File: config.mk
export PLATFORM = sky130hd
export DESIGN_NAME = bridge_pwm_output_stage
export DESIGN_NICKNAME = d
export VERILOG_FILES = /design/src/pkg/pwm_pkg.sv /design/src/pkg/deadband_if.sv /design/src/hdl/bridge_pwm_output_stage.sv /design/src/hdl/deadband_unit.sv
export SDC_FILE = /design/constraint.sdc
export NUM_CORES = 1
export LEC_CHECK = 0
export BUFFER_PORTS_ARGS = -buffer_cell sky130_fd_sc_hd__buf_4
export CORE_MARGIN = 1
export CORE_UTILIZATION = 55
export DETAILED_ROUTE_END_ITERATION = 8
export PLACE_DENSITY_LB_ADDON = 0.05
export RECOVER_POWER = 25
export SLEW_MARGIN = 30
export SYNTH_ARGS = -nofsm -noshare
export SYNTH_HDL_FRONTEND = slang
export SYNTH_SLANG_ARGS = --single-unit
File: constraint.sdc
create_clock -name i_clk_sys -period 6.11 [get_ports i_clk_sys]
set_input_delay 0.611 -clock i_clk_sys [delete_from_list [all_inputs] [get_ports i_clk_sys]]
set_output_delay 0.611 -clock i_clk_sys [all_outputs]
set_load 0.02 [all_outputs]
File: src/pkg/pwm_pkg.sv
// Constants, field layout and helpers shared by the PWM output stage
// Summary of operation
// - Duty is upper byte above control bits 5:4
// - Duty copied to shadow only at period match
// - Shadow ignores writes while PWM mode selected
// - Output clears when shadow equals extended timer
// - Duty above period never clears the output
// - Four output configurations from two-bit field
// - Half-bridge: waveform on A, complement on B
// - Half-bridge delays active edges by dead-band count
// - Dead-band beyond active time keeps output inactive
// - Full-bridge: forward A on, D modulated; reverse C, B
// - New direction applies from next PWM cycle
// - Direction change switches unmodulated outputs one count early
// - Prescale 1, 4 or 16 from bits 1:0
// - Modulated outputs stay inactive until period begins
// - Full-bridge inserts no dead-band delay
// - Direction bit writable at any point in cycle
// - Field codes: single, forward, half, reverse
// - Mode codes 1100 to 1111 select pair polarity
// - Period match clears timer, sets output unless duty is zero, loads shadow
// - Controls load at period, dead-band at both period and duty boundary
package pwm_pkg;
  // Clock and instruction cycle timing
  localparam int CLK_NS   = 25;
  localparam int TCY_NS   = 100;
  localparam int TCY_CLKS = (TCY_NS + CLK_NS - 1) / CLK_NS;

  // Register bus byte offsets
  localparam int         ADDR_W       = 5;
  localparam logic [4:0] OFS_CTRL     = 5'h00;
  localparam logic [4:0] OFS_DUTY     = 5'h04;
  localparam logic [4:0] OFS_SHADOW   = 5'h08;
  localparam logic [4:0] OFS_PERIOD   = 5'h0C;
  localparam logic [4:0] OFS_TCTRL    = 5'h10;
  localparam logic [4:0] OFS_DEADBAND = 5'h14;
  localparam logic [4:0] OFS_TIMER    = 5'h18;

  // Control register field positions
  localparam int CFG_HI  = 7;
  localparam int CFG_LO  = 6;
  localparam int DLSB_HI = 5;
  localparam int DLSB_LO = 4;
  localparam int MODE_HI = 3;
  localparam int MODE_LO = 2;
  localparam int POL_AC  = 1;
  localparam int POL_BD  = 0;
  localparam int TON_BIT = 2;
  localparam int PSC_HI  = 1;

  // Output pin indices
  localparam int PIN_A = 0;
  localparam int PIN_B = 1;
  localparam int PIN_C = 2;
  localparam int PIN_D = 3;

  // Reset values, PWM mode code and last sub-cycle count
  localparam logic [7:0] CTRL_RST   = 8'h00;
  localparam logic [7:0] DUTY_RST   = 8'h00;
  localparam logic [7:0] PERIOD_RST = 8'hFF;
  localparam logic [2:0] TCTRL_RST  = 3'h0;
  localparam logic [6:0] DB_RST     = 7'h00;
  localparam logic [1:0] PWM_MODE   = 2'h3;
  localparam logic [1:0] SUB_LAST   = 2'h3;

  // Output configuration codes
  typedef enum logic [1:0] {
    CFG_SINGLE   = 2'b00,
    CFG_FULL_FWD = 2'b01,
    CFG_HALF     = 2'b10,
    CFG_FULL_REV = 2'b11
  } out_cfg_t;

  // Last prescaler count for a select code
  function automatic logic [3:0] presc_max(input logic [1:0] sel);
    case (sel)
      2'b00:   presc_max = 4'h0;
      2'b01:   presc_max = 4'h3;
      default: presc_max = 4'hF;
    endcase
  endfunction
endpackage

File: src/pkg/deadband_if.sv
// Signals between the output stage and its dead-band unit
`timescale 1ns/10ps
interface deadband_if;
  logic       raw;    // Undelayed PWM waveform
  logic [6:0] count;  // Buffered dead-band count
  logic       act_a;  // Delayed active level for A
  logic       act_b;  // Delayed active level for B
  modport ctrl (output raw, output count, input act_a, input act_b);
  modport unit (input raw, input count, output act_a, output act_b);
endinterface

File: src/hdl/bridge_pwm_output_stage.sv
// Enhanced PWM output stage with Avalon-MM register access
`timescale 1ns/10ps
module bridge_pwm_output_stage (
  input  wire logic                        i_clk_sys,
  input  wire logic                        i_rstn,
  input  wire logic                        i_ce,
  input  wire logic [pwm_pkg::ADDR_W-1:0]  i_avs_address,
  input  wire logic                        i_avs_read,
  input  wire logic                        i_avs_write,
  input  wire logic [31:0]                 i_avs_writedata,
  input  wire logic [3:0]                  i_avs_byteenable,
  output logic      [31:0]                 o_avs_readdata,
  output logic                             o_avs_waitrequest,
  output logic                             o_out_a,
  output logic                             o_out_b,
  output logic                             o_out_c,
  output logic                             o_out_d
);
  import pwm_pkg::*;

  // Registers; all but duty_latch are software-visible
  logic [7:0] pwm_control_reg;     // Config, duty LSbs, mode
  logic [7:0] duty_upper_reg;      // Duty MSbs
  logic [7:0] duty_shadow_reg;     // Active duty MSbs
  logic [1:0] duty_latch;          // Active duty LSbs
  logic [7:0] period_compare_reg;  // Period end count
  logic [2:0] timer_control_reg;   // Enable and prescale select
  logic [6:0] deadband_reg;        // Dead-band count
  logic [7:0] period_timer;        // Period count

  // Timebase
  logic [3:0] fine_cnt;            // Prescaler clocks
  logic [1:0] sub_cnt;             // Sub-cycle phase bits
  logic       timer_on;
  logic       step;                // Sub-cycle advance
  logic       last_count;          // Timer sits at the period value
  logic       period_start;        // Last clock of the period

  // Buffered settings for the running cycle
  out_cfg_t   cfg_act;
  logic [1:0] pol_act;
  logic       pwm_on;
  logic [6:0] db_act;

  // Waveform
  logic [9:0] duty_value;
  logic       duty_match;
  logic       raw;
  logic       wave;                // Waveform, already low in the matching count
  logic       pwm_mode_live;
  logic       dir_change;
  logic       dir_window;
  logic [3:0] act;                 // Active levels, pin D down to A

  // Bus handshake
  logic       req;
  logic       ack;
  logic       wr_en;
  logic [7:0] rd_mux;

  deadband_if db ();

  assign duty_value    = {duty_upper_reg, pwm_control_reg[DLSB_HI:DLSB_LO]};
  assign pwm_mode_live = (pwm_control_reg[MODE_HI:MODE_LO] == PWM_MODE);
  assign timer_on      = timer_control_reg[TON_BIT];
  assign step          = timer_on && (fine_cnt >= presc_max(timer_control_reg[PSC_HI:0]));
  assign last_count    = timer_on && (period_timer == period_compare_reg);
  assign period_start  = step && last_count && (sub_cnt == SUB_LAST);
  assign duty_match    = ({duty_shadow_reg, duty_latch} == {period_timer, sub_cnt});
  assign wave          = raw & ~duty_match;

  // One wait state, then the access completes
  assign req               = i_avs_read | i_avs_write;
  assign o_avs_waitrequest = req & ~ack;
  assign wr_en             = i_ce & i_avs_write & ack & i_avs_byteenable[0];

  // Acknowledge pulse, frozen with the clock enable
  always_ff @(posedge i_clk_sys or negedge i_rstn) begin
    if (!i_rstn) begin
      ack <= 1'b0;
    end else if (i_ce) begin
      ack <= req & ~ack;
    end
  end

  // Read data selection; unmapped offsets read zero
  always_comb begin
    case (i_avs_address)
      OFS_CTRL:     rd_mux = pwm_control_reg;
      OFS_DUTY:     rd_mux = duty_upper_reg;
      OFS_SHADOW:   rd_mux = duty_shadow_reg;
      OFS_PERIOD:   rd_mux = period_compare_reg;
      OFS_TCTRL:    rd_mux = {5'h00, timer_control_reg};
      OFS_DEADBAND: rd_mux = {1'b0, deadband_reg};
      OFS_TIMER:    rd_mux = period_timer;
      default:      rd_mux = 8'h00;
    endcase
  end

  // Read data captured in the wait cycle, stands while ack is high
  always_ff @(posedge i_clk_sys or negedge i_rstn) begin
    if (!i_rstn) begin
      o_avs_readdata <= 32'h0000_0000;
    end else if (i_ce && i_avs_read && !ack) begin
      o_avs_readdata <= {24'h00_0000, rd_mux};
    end
  end

  // Writable control registers; direction bit accepted any time
  always_ff @(posedge i_clk_sys or negedge i_rstn) begin
    if (!i_rstn) begin
      pwm_control_reg    <= CTRL_RST;
      duty_upper_reg     <= DUTY_RST;
      period_compare_reg <= PERIOD_RST;
      timer_control_reg  <= TCTRL_RST;
      deadband_reg       <= DB_RST;
    end else if (wr_en) begin
      case (i_avs_address)
        OFS_CTRL:     pwm_control_reg    <= i_avs_writedata[7:0];
        OFS_DUTY:     duty_upper_reg     <= i_avs_writedata[7:0];
        OFS_PERIOD:   period_compare_reg <= i_avs_writedata[7:0];
        OFS_TCTRL:    timer_control_reg  <= i_avs_writedata[2:0];
        OFS_DEADBAND: deadband_reg       <= i_avs_writedata[6:0];
        default:      ;
      endcase
    end
  end

  // Duty shadow: period match load, software write only outside PWM mode
  always_ff @(posedge i_clk_sys or negedge i_rstn) begin
    if (!i_rstn) begin
      duty_shadow_reg <= DUTY_RST;
      duty_latch      <= 2'h0;
    end else if (i_ce) begin
      if (period_start) begin
        duty_shadow_reg <= duty_value[9:2];
        duty_latch      <= duty_value[1:0];
      end else if (wr_en && (i_avs_address == OFS_SHADOW) && !pwm_mode_live) begin
        duty_shadow_reg <= i_avs_writedata[7:0];
      end
    end
  end

  // Prescaler; a lowered select wraps at once instead of overrunning
  always_ff @(posedge i_clk_sys or negedge i_rstn) begin
    if (!i_rstn) begin
      fine_cnt <= 4'h0;
    end else if (i_ce && timer_on) begin
      if (step) begin
        fine_cnt <= 4'h0;
      end else begin
        fine_cnt <= fine_cnt + 4'h1;
      end
    end
  end

  // Period timer extended by two sub-cycle bits
  always_ff @(posedge i_clk_sys or negedge i_rstn) begin
    if (!i_rstn) begin
      sub_cnt      <= 2'h0;
      period_timer <= 8'h00;
    end else if (i_ce && step) begin
      if (period_start) begin
        sub_cnt      <= 2'h0;
        period_timer <= 8'h00;
      end else begin
        sub_cnt <= sub_cnt + 2'h1;
        if (sub_cnt == SUB_LAST) begin
          period_timer <= period_timer + 8'h01;
        end
      end
    end
  end

  // Raw waveform: set at period start unless zero duty, clear on match
  always_ff @(posedge i_clk_sys or negedge i_rstn) begin
    if (!i_rstn) begin
      raw <= 1'b0;
    end else if (i_ce) begin
      if (period_start) begin
        raw <= (duty_value != 10'h000);
      end else if (duty_match) begin
        raw <= 1'b0;
      end
    end
  end

  // Control settings take effect only at the period boundary
  always_ff @(posedge i_clk_sys or negedge i_rstn) begin
    if (!i_rstn) begin
      cfg_act <= CFG_SINGLE;
      pol_act <= 2'h0;
      pwm_on  <= 1'b0;
    end else if (i_ce && period_start) begin
      cfg_act <= out_cfg_t'(pwm_control_reg[CFG_HI:CFG_LO]);
      pol_act <= pwm_control_reg[POL_AC:POL_BD];
      pwm_on  <= pwm_mode_live;
    end
  end

  // Dead-band count loads at the period boundary and again at the duty boundary
  always_ff @(posedge i_clk_sys or negedge i_rstn) begin
    if (!i_rstn) begin
      db_act <= DB_RST;
    end else if (i_ce && (period_start || (duty_match && raw))) begin
      db_act <= deadband_reg;
    end
  end

  assign db.raw   = wave;
  assign db.count = db_act;

  deadband_unit u_deadband (
    .i_clk_sys (i_clk_sys),
    .i_rstn    (i_rstn),
    .i_ce      (i_ce),
    .db        (db)
  );

  // Pending direction differs from the running full-bridge direction
  assign dir_change = pwm_on && cfg_act[0] && pwm_control_reg[CFG_LO]
                      && (pwm_control_reg[CFG_HI] != cfg_act[1]);
  // Last timer count lasts 4 clocks times the prescale value
  assign dir_window = dir_change && last_count;

  // Steering per configuration; window overrides before the boundary
  always_comb begin
    act = 4'h0;
    case (cfg_act)
      CFG_SINGLE: begin
        act[PIN_A] = wave;
      end
      CFG_HALF: begin
        act[PIN_A] = db.act_a;
        act[PIN_B] = db.act_b;
      end
      CFG_FULL_FWD: begin
        act[PIN_A] = 1'b1;
        act[PIN_D] = wave;
      end
      CFG_FULL_REV: begin
        act[PIN_C] = 1'b1;
        act[PIN_B] = wave;
      end
      default: begin
        act = 4'h0;
      end
    endcase
    if (dir_window) begin
      act[PIN_A] = ~pwm_control_reg[CFG_HI];
      act[PIN_C] = pwm_control_reg[CFG_HI];
      act[PIN_B] = 1'b0;
      act[PIN_D] = 1'b0;
    end
    if (!pwm_on) begin
      act = 4'h0;
    end
  end

  // Polarity last, then registered pins; the A/C and B/D pairs may each invert
  always_ff @(posedge i_clk_sys or negedge i_rstn) begin
    if (!i_rstn) begin
      o_out_a <= 1'b0;
      o_out_b <= 1'b0;
      o_out_c <= 1'b0;
      o_out_d <= 1'b0;
    end else if (i_ce) begin
      o_out_a <= act[PIN_A] ^ pol_act[POL_AC];
      o_out_b <= act[PIN_B] ^ pol_act[POL_BD];
      o_out_c <= act[PIN_C] ^ pol_act[POL_AC];
      o_out_d <= act[PIN_D] ^ pol_act[POL_BD];
    end
  end

  duty_form_a : assert property (
    @(posedge i_clk_sys) disable iff (!i_rstn)
    i_ce && period_start |=> {duty_shadow_reg, duty_latch} == $past(duty_value))
    else $error("Duty shadow not loaded from duty fields");

  shadow_hold_a : assert property (
    @(posedge i_clk_sys) disable iff (!i_rstn)
    pwm_mode_live && !(i_ce && period_start) |=> $stable(duty_shadow_reg))
    else $error("Duty shadow changed in PWM mode");

  clear_match_a : assert property (
    @(posedge i_clk_sys) disable iff (!i_rstn)
    i_ce && !period_start && duty_match |=> !raw)
    else $error("Output not cleared on duty match");

  never_clear_a : assert property (
    @(posedge i_clk_sys) disable iff (!i_rstn)
    i_ce && raw && !period_start && (period_timer <= period_compare_reg)
    && ({duty_shadow_reg, duty_latch} > {period_compare_reg, SUB_LAST}) |=> raw)
    else $error("Output cleared although duty exceeds period");

  period_start_a : assert property (
    @(posedge i_clk_sys) disable iff (!i_rstn)
    i_ce && period_start |=> (raw == ($past(duty_value) != 10'h000))
    && (period_timer == 8'h00) && (sub_cnt == 2'h0))
    else $error("Period boundary did not restart the cycle");

  prescale_wrap_a : assert property (
    @(posedge i_clk_sys) disable iff (!i_rstn)
    i_ce && timer_on && (fine_cnt == presc_max(timer_control_reg[PSC_HI:0]))
    |=> fine_cnt == 4'h0)
    else $error("Prescaler did not wrap at its limit");

  half_pair_a : assert property (
    @(posedge i_clk_sys) disable iff (!i_rstn)
    pwm_on && (cfg_act == CFG_HALF) |-> !(act[PIN_A] && act[PIN_B]))
    else $error("Half-bridge outputs active together");

  full_fwd_a : assert property (
    @(posedge i_clk_sys) disable iff (!i_rstn)
    pwm_on && (cfg_act == CFG_FULL_FWD) && !dir_window
    |-> act[PIN_A] && !act[PIN_B] && !act[PIN_C] && (act[PIN_D] == wave))
    else $error("Forward full-bridge steering wrong");

  dir_window_a : assert property (
    @(posedge i_clk_sys) disable iff (!i_rstn)
    dir_window |-> !act[PIN_B] && !act[PIN_D] && (act[PIN_A] != act[PIN_C]))
    else $error("Modulated outputs active during direction change");

  pin_polarity_a : assert property (
    @(posedge i_clk_sys) disable iff (!i_rstn)
    i_ce |=> (o_out_b == $past(act[PIN_B] ^ pol_act[POL_BD]))
    && (o_out_c == $past(act[PIN_C] ^ pol_act[POL_AC])))
    else $error("Pin polarity not applied");
endmodule

File: src/hdl/deadband_unit.sv
// Dead-band generator for the complementary half-bridge pair
`timescale 1ns/10ps
module deadband_unit (
  input  wire logic  i_clk_sys,
  input  wire logic  i_rstn,
  input  wire logic  i_ce,
  deadband_if.unit   db
);
  import pwm_pkg::*;

  logic       raw_q;  // Waveform one clock ago
  logic [8:0] cnt;    // Remaining delay clocks
  logic [8:0] load;   // Delay minus the change cycle
  logic       edge_now;

  // Count in instruction cycles; change cycle itself counts as one
  assign load     = (db.count == 7'h00) ? 9'h000 : 9'(int'(db.count) * TCY_CLKS - 1);
  assign edge_now = (db.raw != raw_q);

  // Remember the previous waveform level
  always_ff @(posedge i_clk_sys or negedge i_rstn) begin
    if (!i_rstn) begin
      raw_q <= 1'b0;
    end else if (i_ce) begin
      raw_q <= db.raw;
    end
  end

  // Restart the delay on every edge; a long count never expires
  always_ff @(posedge i_clk_sys or negedge i_rstn) begin
    if (!i_rstn) begin
      cnt <= 9'h000;
    end else if (i_ce) begin
      if (edge_now) begin
        cnt <= load;
      end else if (cnt != 9'h000) begin
        cnt <= cnt - 9'h001;
      end
    end
  end

  // Active only once the delay has run out
  assign db.act_a = db.raw & (edge_now ? (db.count == 7'h00) : (cnt == 9'h000));
  assign db.act_b = ~db.raw & (edge_now ? (db.count == 7'h00) : (cnt == 9'h000));

  deadband_load_a : assert property (
    @(posedge i_clk_sys) disable iff (!i_rstn)
    i_ce && edge_now && (db.count != 7'h00) |=> cnt == $past(load))
    else $error("Dead-band delay not loaded on edge");

  deadband_quiet_a : assert property (
    @(posedge i_clk_sys) disable iff (!i_rstn)
    (cnt != 9'h000) && !edge_now |-> !db.act_a && !db.act_b)
    else $error("Output active inside dead-band");
endmodule

==> results.toml <==
[status]
status = "complete, no violations"

[placed_design]
io_buffer_count = 31
dpl.cell_count = 662
gp_congestion = 0.864
hpwl_um = 8610

[critical_path]
cp.arrival_ps = 3430
crit_path_end_kind = "flop"
rr_endpoint = "db.count[3]"
cp.depth = 6
critPathLaunch = "period_timer[4]"
cp-endpoint = "db.count[3]"
r2r_slack_ps = 2950
crit_path_max_fanout = 11
critPathKind = "flop to flop"
cp.buffers_inverters = 0
cp.required_ps = 6380
critPathMaxStageDelay_ps = 590
slowest_stage = "nand4_1"
path_cells = "xor2_1 > nor3_1 > and3_1 > nand4_1 > o21ai_2 > mux2_2"
cp_top_family = "simple AND/OR/NAND/NOR gates"
r2r_start = "period_timer[4]"
startpoint_type = "flop"
reg2regPathDepth = 6

[layout]
fin_nets = 601
largest_reg_flops = 9
regMostFlops = "u_deadband.cnt"
diodes = 0
multi_input_area_um2 = 2680
final_cells = 678
seqCellArea_um2 = 2360
drive_gt1_share_pct = 20.2
final_util_pct = 61.7
syn_to_final_growth_pct = 8.45
fillerInstances = 765

[floorplanning]
core_um2 = 9240
die_w_um = 99.8
die_area_um2 = 9960
row_count = 35
ios = 83
die_y_um = 99.8
initial_core_util_pct = 56.9

[timing]
clock.fmax_mhz = 317
tightest_slew_ps = 1410
finalCritPeriodShare_pct = 51.6
setup_violations = 0
tns_ps = 0
rsz0062_at_grt = "no"
finalCriticalPeriod_ps = 3160
skew_ps = 15.5
drv_slew = 0
relSlewSlack_pct = 5.91
hold_viol = 0

[clocking]
post_cts_buffers = 0
path_clk_slew_ps = 100
clock_path_buffers = 2
htreeDepth = 3
clk_latency_ps = 380
cts-buffers-inserted = 9
cts_root_buf = "clkbuf_8"
cts_tree = "yes"
cts_resized = 0
cts_sinks = 94
cts-hold-fix-buffers = 0

[flow_run]
cap_violations = 0

[global_route]
antenna_found_initial = 0
grt_max_degree = 71
grt.overflow.total = 0
first_global_vias = 3697
grtUsageTotal_pct = 25.7
grt_pass1_wl_um = 19400

[synthesis]
synth_cells = 516
synth_edf_count = 0
yosysUniqueCellTypes = 62
synth-seq-area-share_pct = 44.9
synthArstFlopShare_pct = 100
synth_warnings = 0
avgSynthCellArea_um2 = 10.2
synth_ff_type = "dfrtp_1"
ys_seq_elements = 94
netlist_area_um2 = 5260

[detailed_routing]
via_count = 3929
wl_um = 11900
via_per_inst = 5.79
ant_nets = 0
drc = 0
drt_iter0_markers = 389
post_drt_wl_per_cell_um = 17.6
first_pass_iters = 6

[worst_hold_path]
holdCritPathClass = "primary input to flop"

[power]
p_per_area_nw_per_um2 = 251
max-vdd-ir-drop_uv = 146
p_leak_nw = 2.78
==> worst min path at each step <==
stage | startpoint | end | slack [ps] | cells past startpoint
after global placement | pwm_control_reg[0] | pol_act[0] | 480 | 2
after CTS | i_rstn | o_out_a | 130 | 1
after detailed placement | duty_latch[1] | duty_latch[1] | 480 | 2
after floorplan | i_rstn | ack | 320 | 0
after global routing | i_avs_writedata[5] | pwm_control_reg[5] | 490 | 2
final | i_avs_writedata[7] | pwm_control_reg[7] | 490 | 2
==> per-stage QoR <==
step	setup slack [ps]	hold WS, ps	cell area, µm²	total power [mW]
2_1_floorplan	3670	315	5350	0.932
3_3_place_gp	3100	481	5500	0.994
3_5_place_dp	3050	483	5500	1.01
4_1_cts	3030	128	5710	1.44
5_1_grt	2800	491	5700	1.50
6_report	2950	495	5700	1.43
==> report_power, final <==
part	switching, mW	internal [mW]	total [mW]	leakage, nW
clock network	0.242	0.195	0.437	0.102
registers	0.0596	0.682	0.741	1.23
logic	0.148	0.105	0.253	1.45
==> cell usage after synthesis, types with 4 or more instances <==
library cell,count,area [µm²]
nand3_1,14,70.1
mux2_1,4,45.0
clkbuf_1,6,22.5
dfrtp_1,86,2150
xnor2_1,6,52.6
dfstp_2,8,210
nor2_1,31,116
inv_1,10,37.5
or3_1,4,25.0
mux2i_1,15,150
nor3_1,8,40.0
a21oi_1,21,105
nand2_1,69,259
nand2b_1,5,31.3
o21ai_1,11,55.1
a22oi_1,7,52.6
buf_4,27,203
mux2_2,39,439
xor2_1,22,193
buf_2,5,25.0
nor4_1,7,43.8
o211ai_1,4,30.0
a22o_1,8,70.1
ha_1,11,138
and3_1,6,37.5
a222oi_1,8,80.1
o21ai_0,20,100
nand3b_1,4,30.0
==> layer usage <==
layer	up-vias	track usage, %	wire length [µm]
met5	-	0	0
met1	1910	35.8	5490
met4	0	9.84	272
met3	18	4.04	570
met2	130	40.8	5620
li1	1871	-	-
==> logic make-up (layout without fill, tap and decap cells) <==
group	after synthesis	count (layout)	synth area share, %
AND/OR/NAND/NOR	169	169	15.7
AO/OA/AOI/OAI	103	103	13.7
flip-flops	94	94	44.9
multiplexers	58	58	12.1
buffers and inverters	51	61	5.83
XOR/XNOR	29	29	5.19
adder cells (fa/ha/maj)	11	11	2.62
other	1	24	0.0713
==> cells in the final DEF (no fill, tap or decap), drive strengths merged, types with 9 or more instances in the layout <==
master,n
a21oi,21
buf,32
clkbuf,11
conb,24
dfrtp,86
ha,11
inv,14
mux2,43
mux2i,15
nand2,69
nand3,14
nor2,31
nor4,9
o21ai,34
xor2,23
==> area by class of cell <==
class                           instances  area share, %
Timing Repair Buffer                   34           4.41
Multi-Input combinational cell        394           47.0
Tap cell                              129           2.83
Sequential cell                        94           41.4
Inverter                               11          0.724
Clock inverter                          7           1.40
Clock buffer                            9           2.17
(Power assumes the default switching activity.)
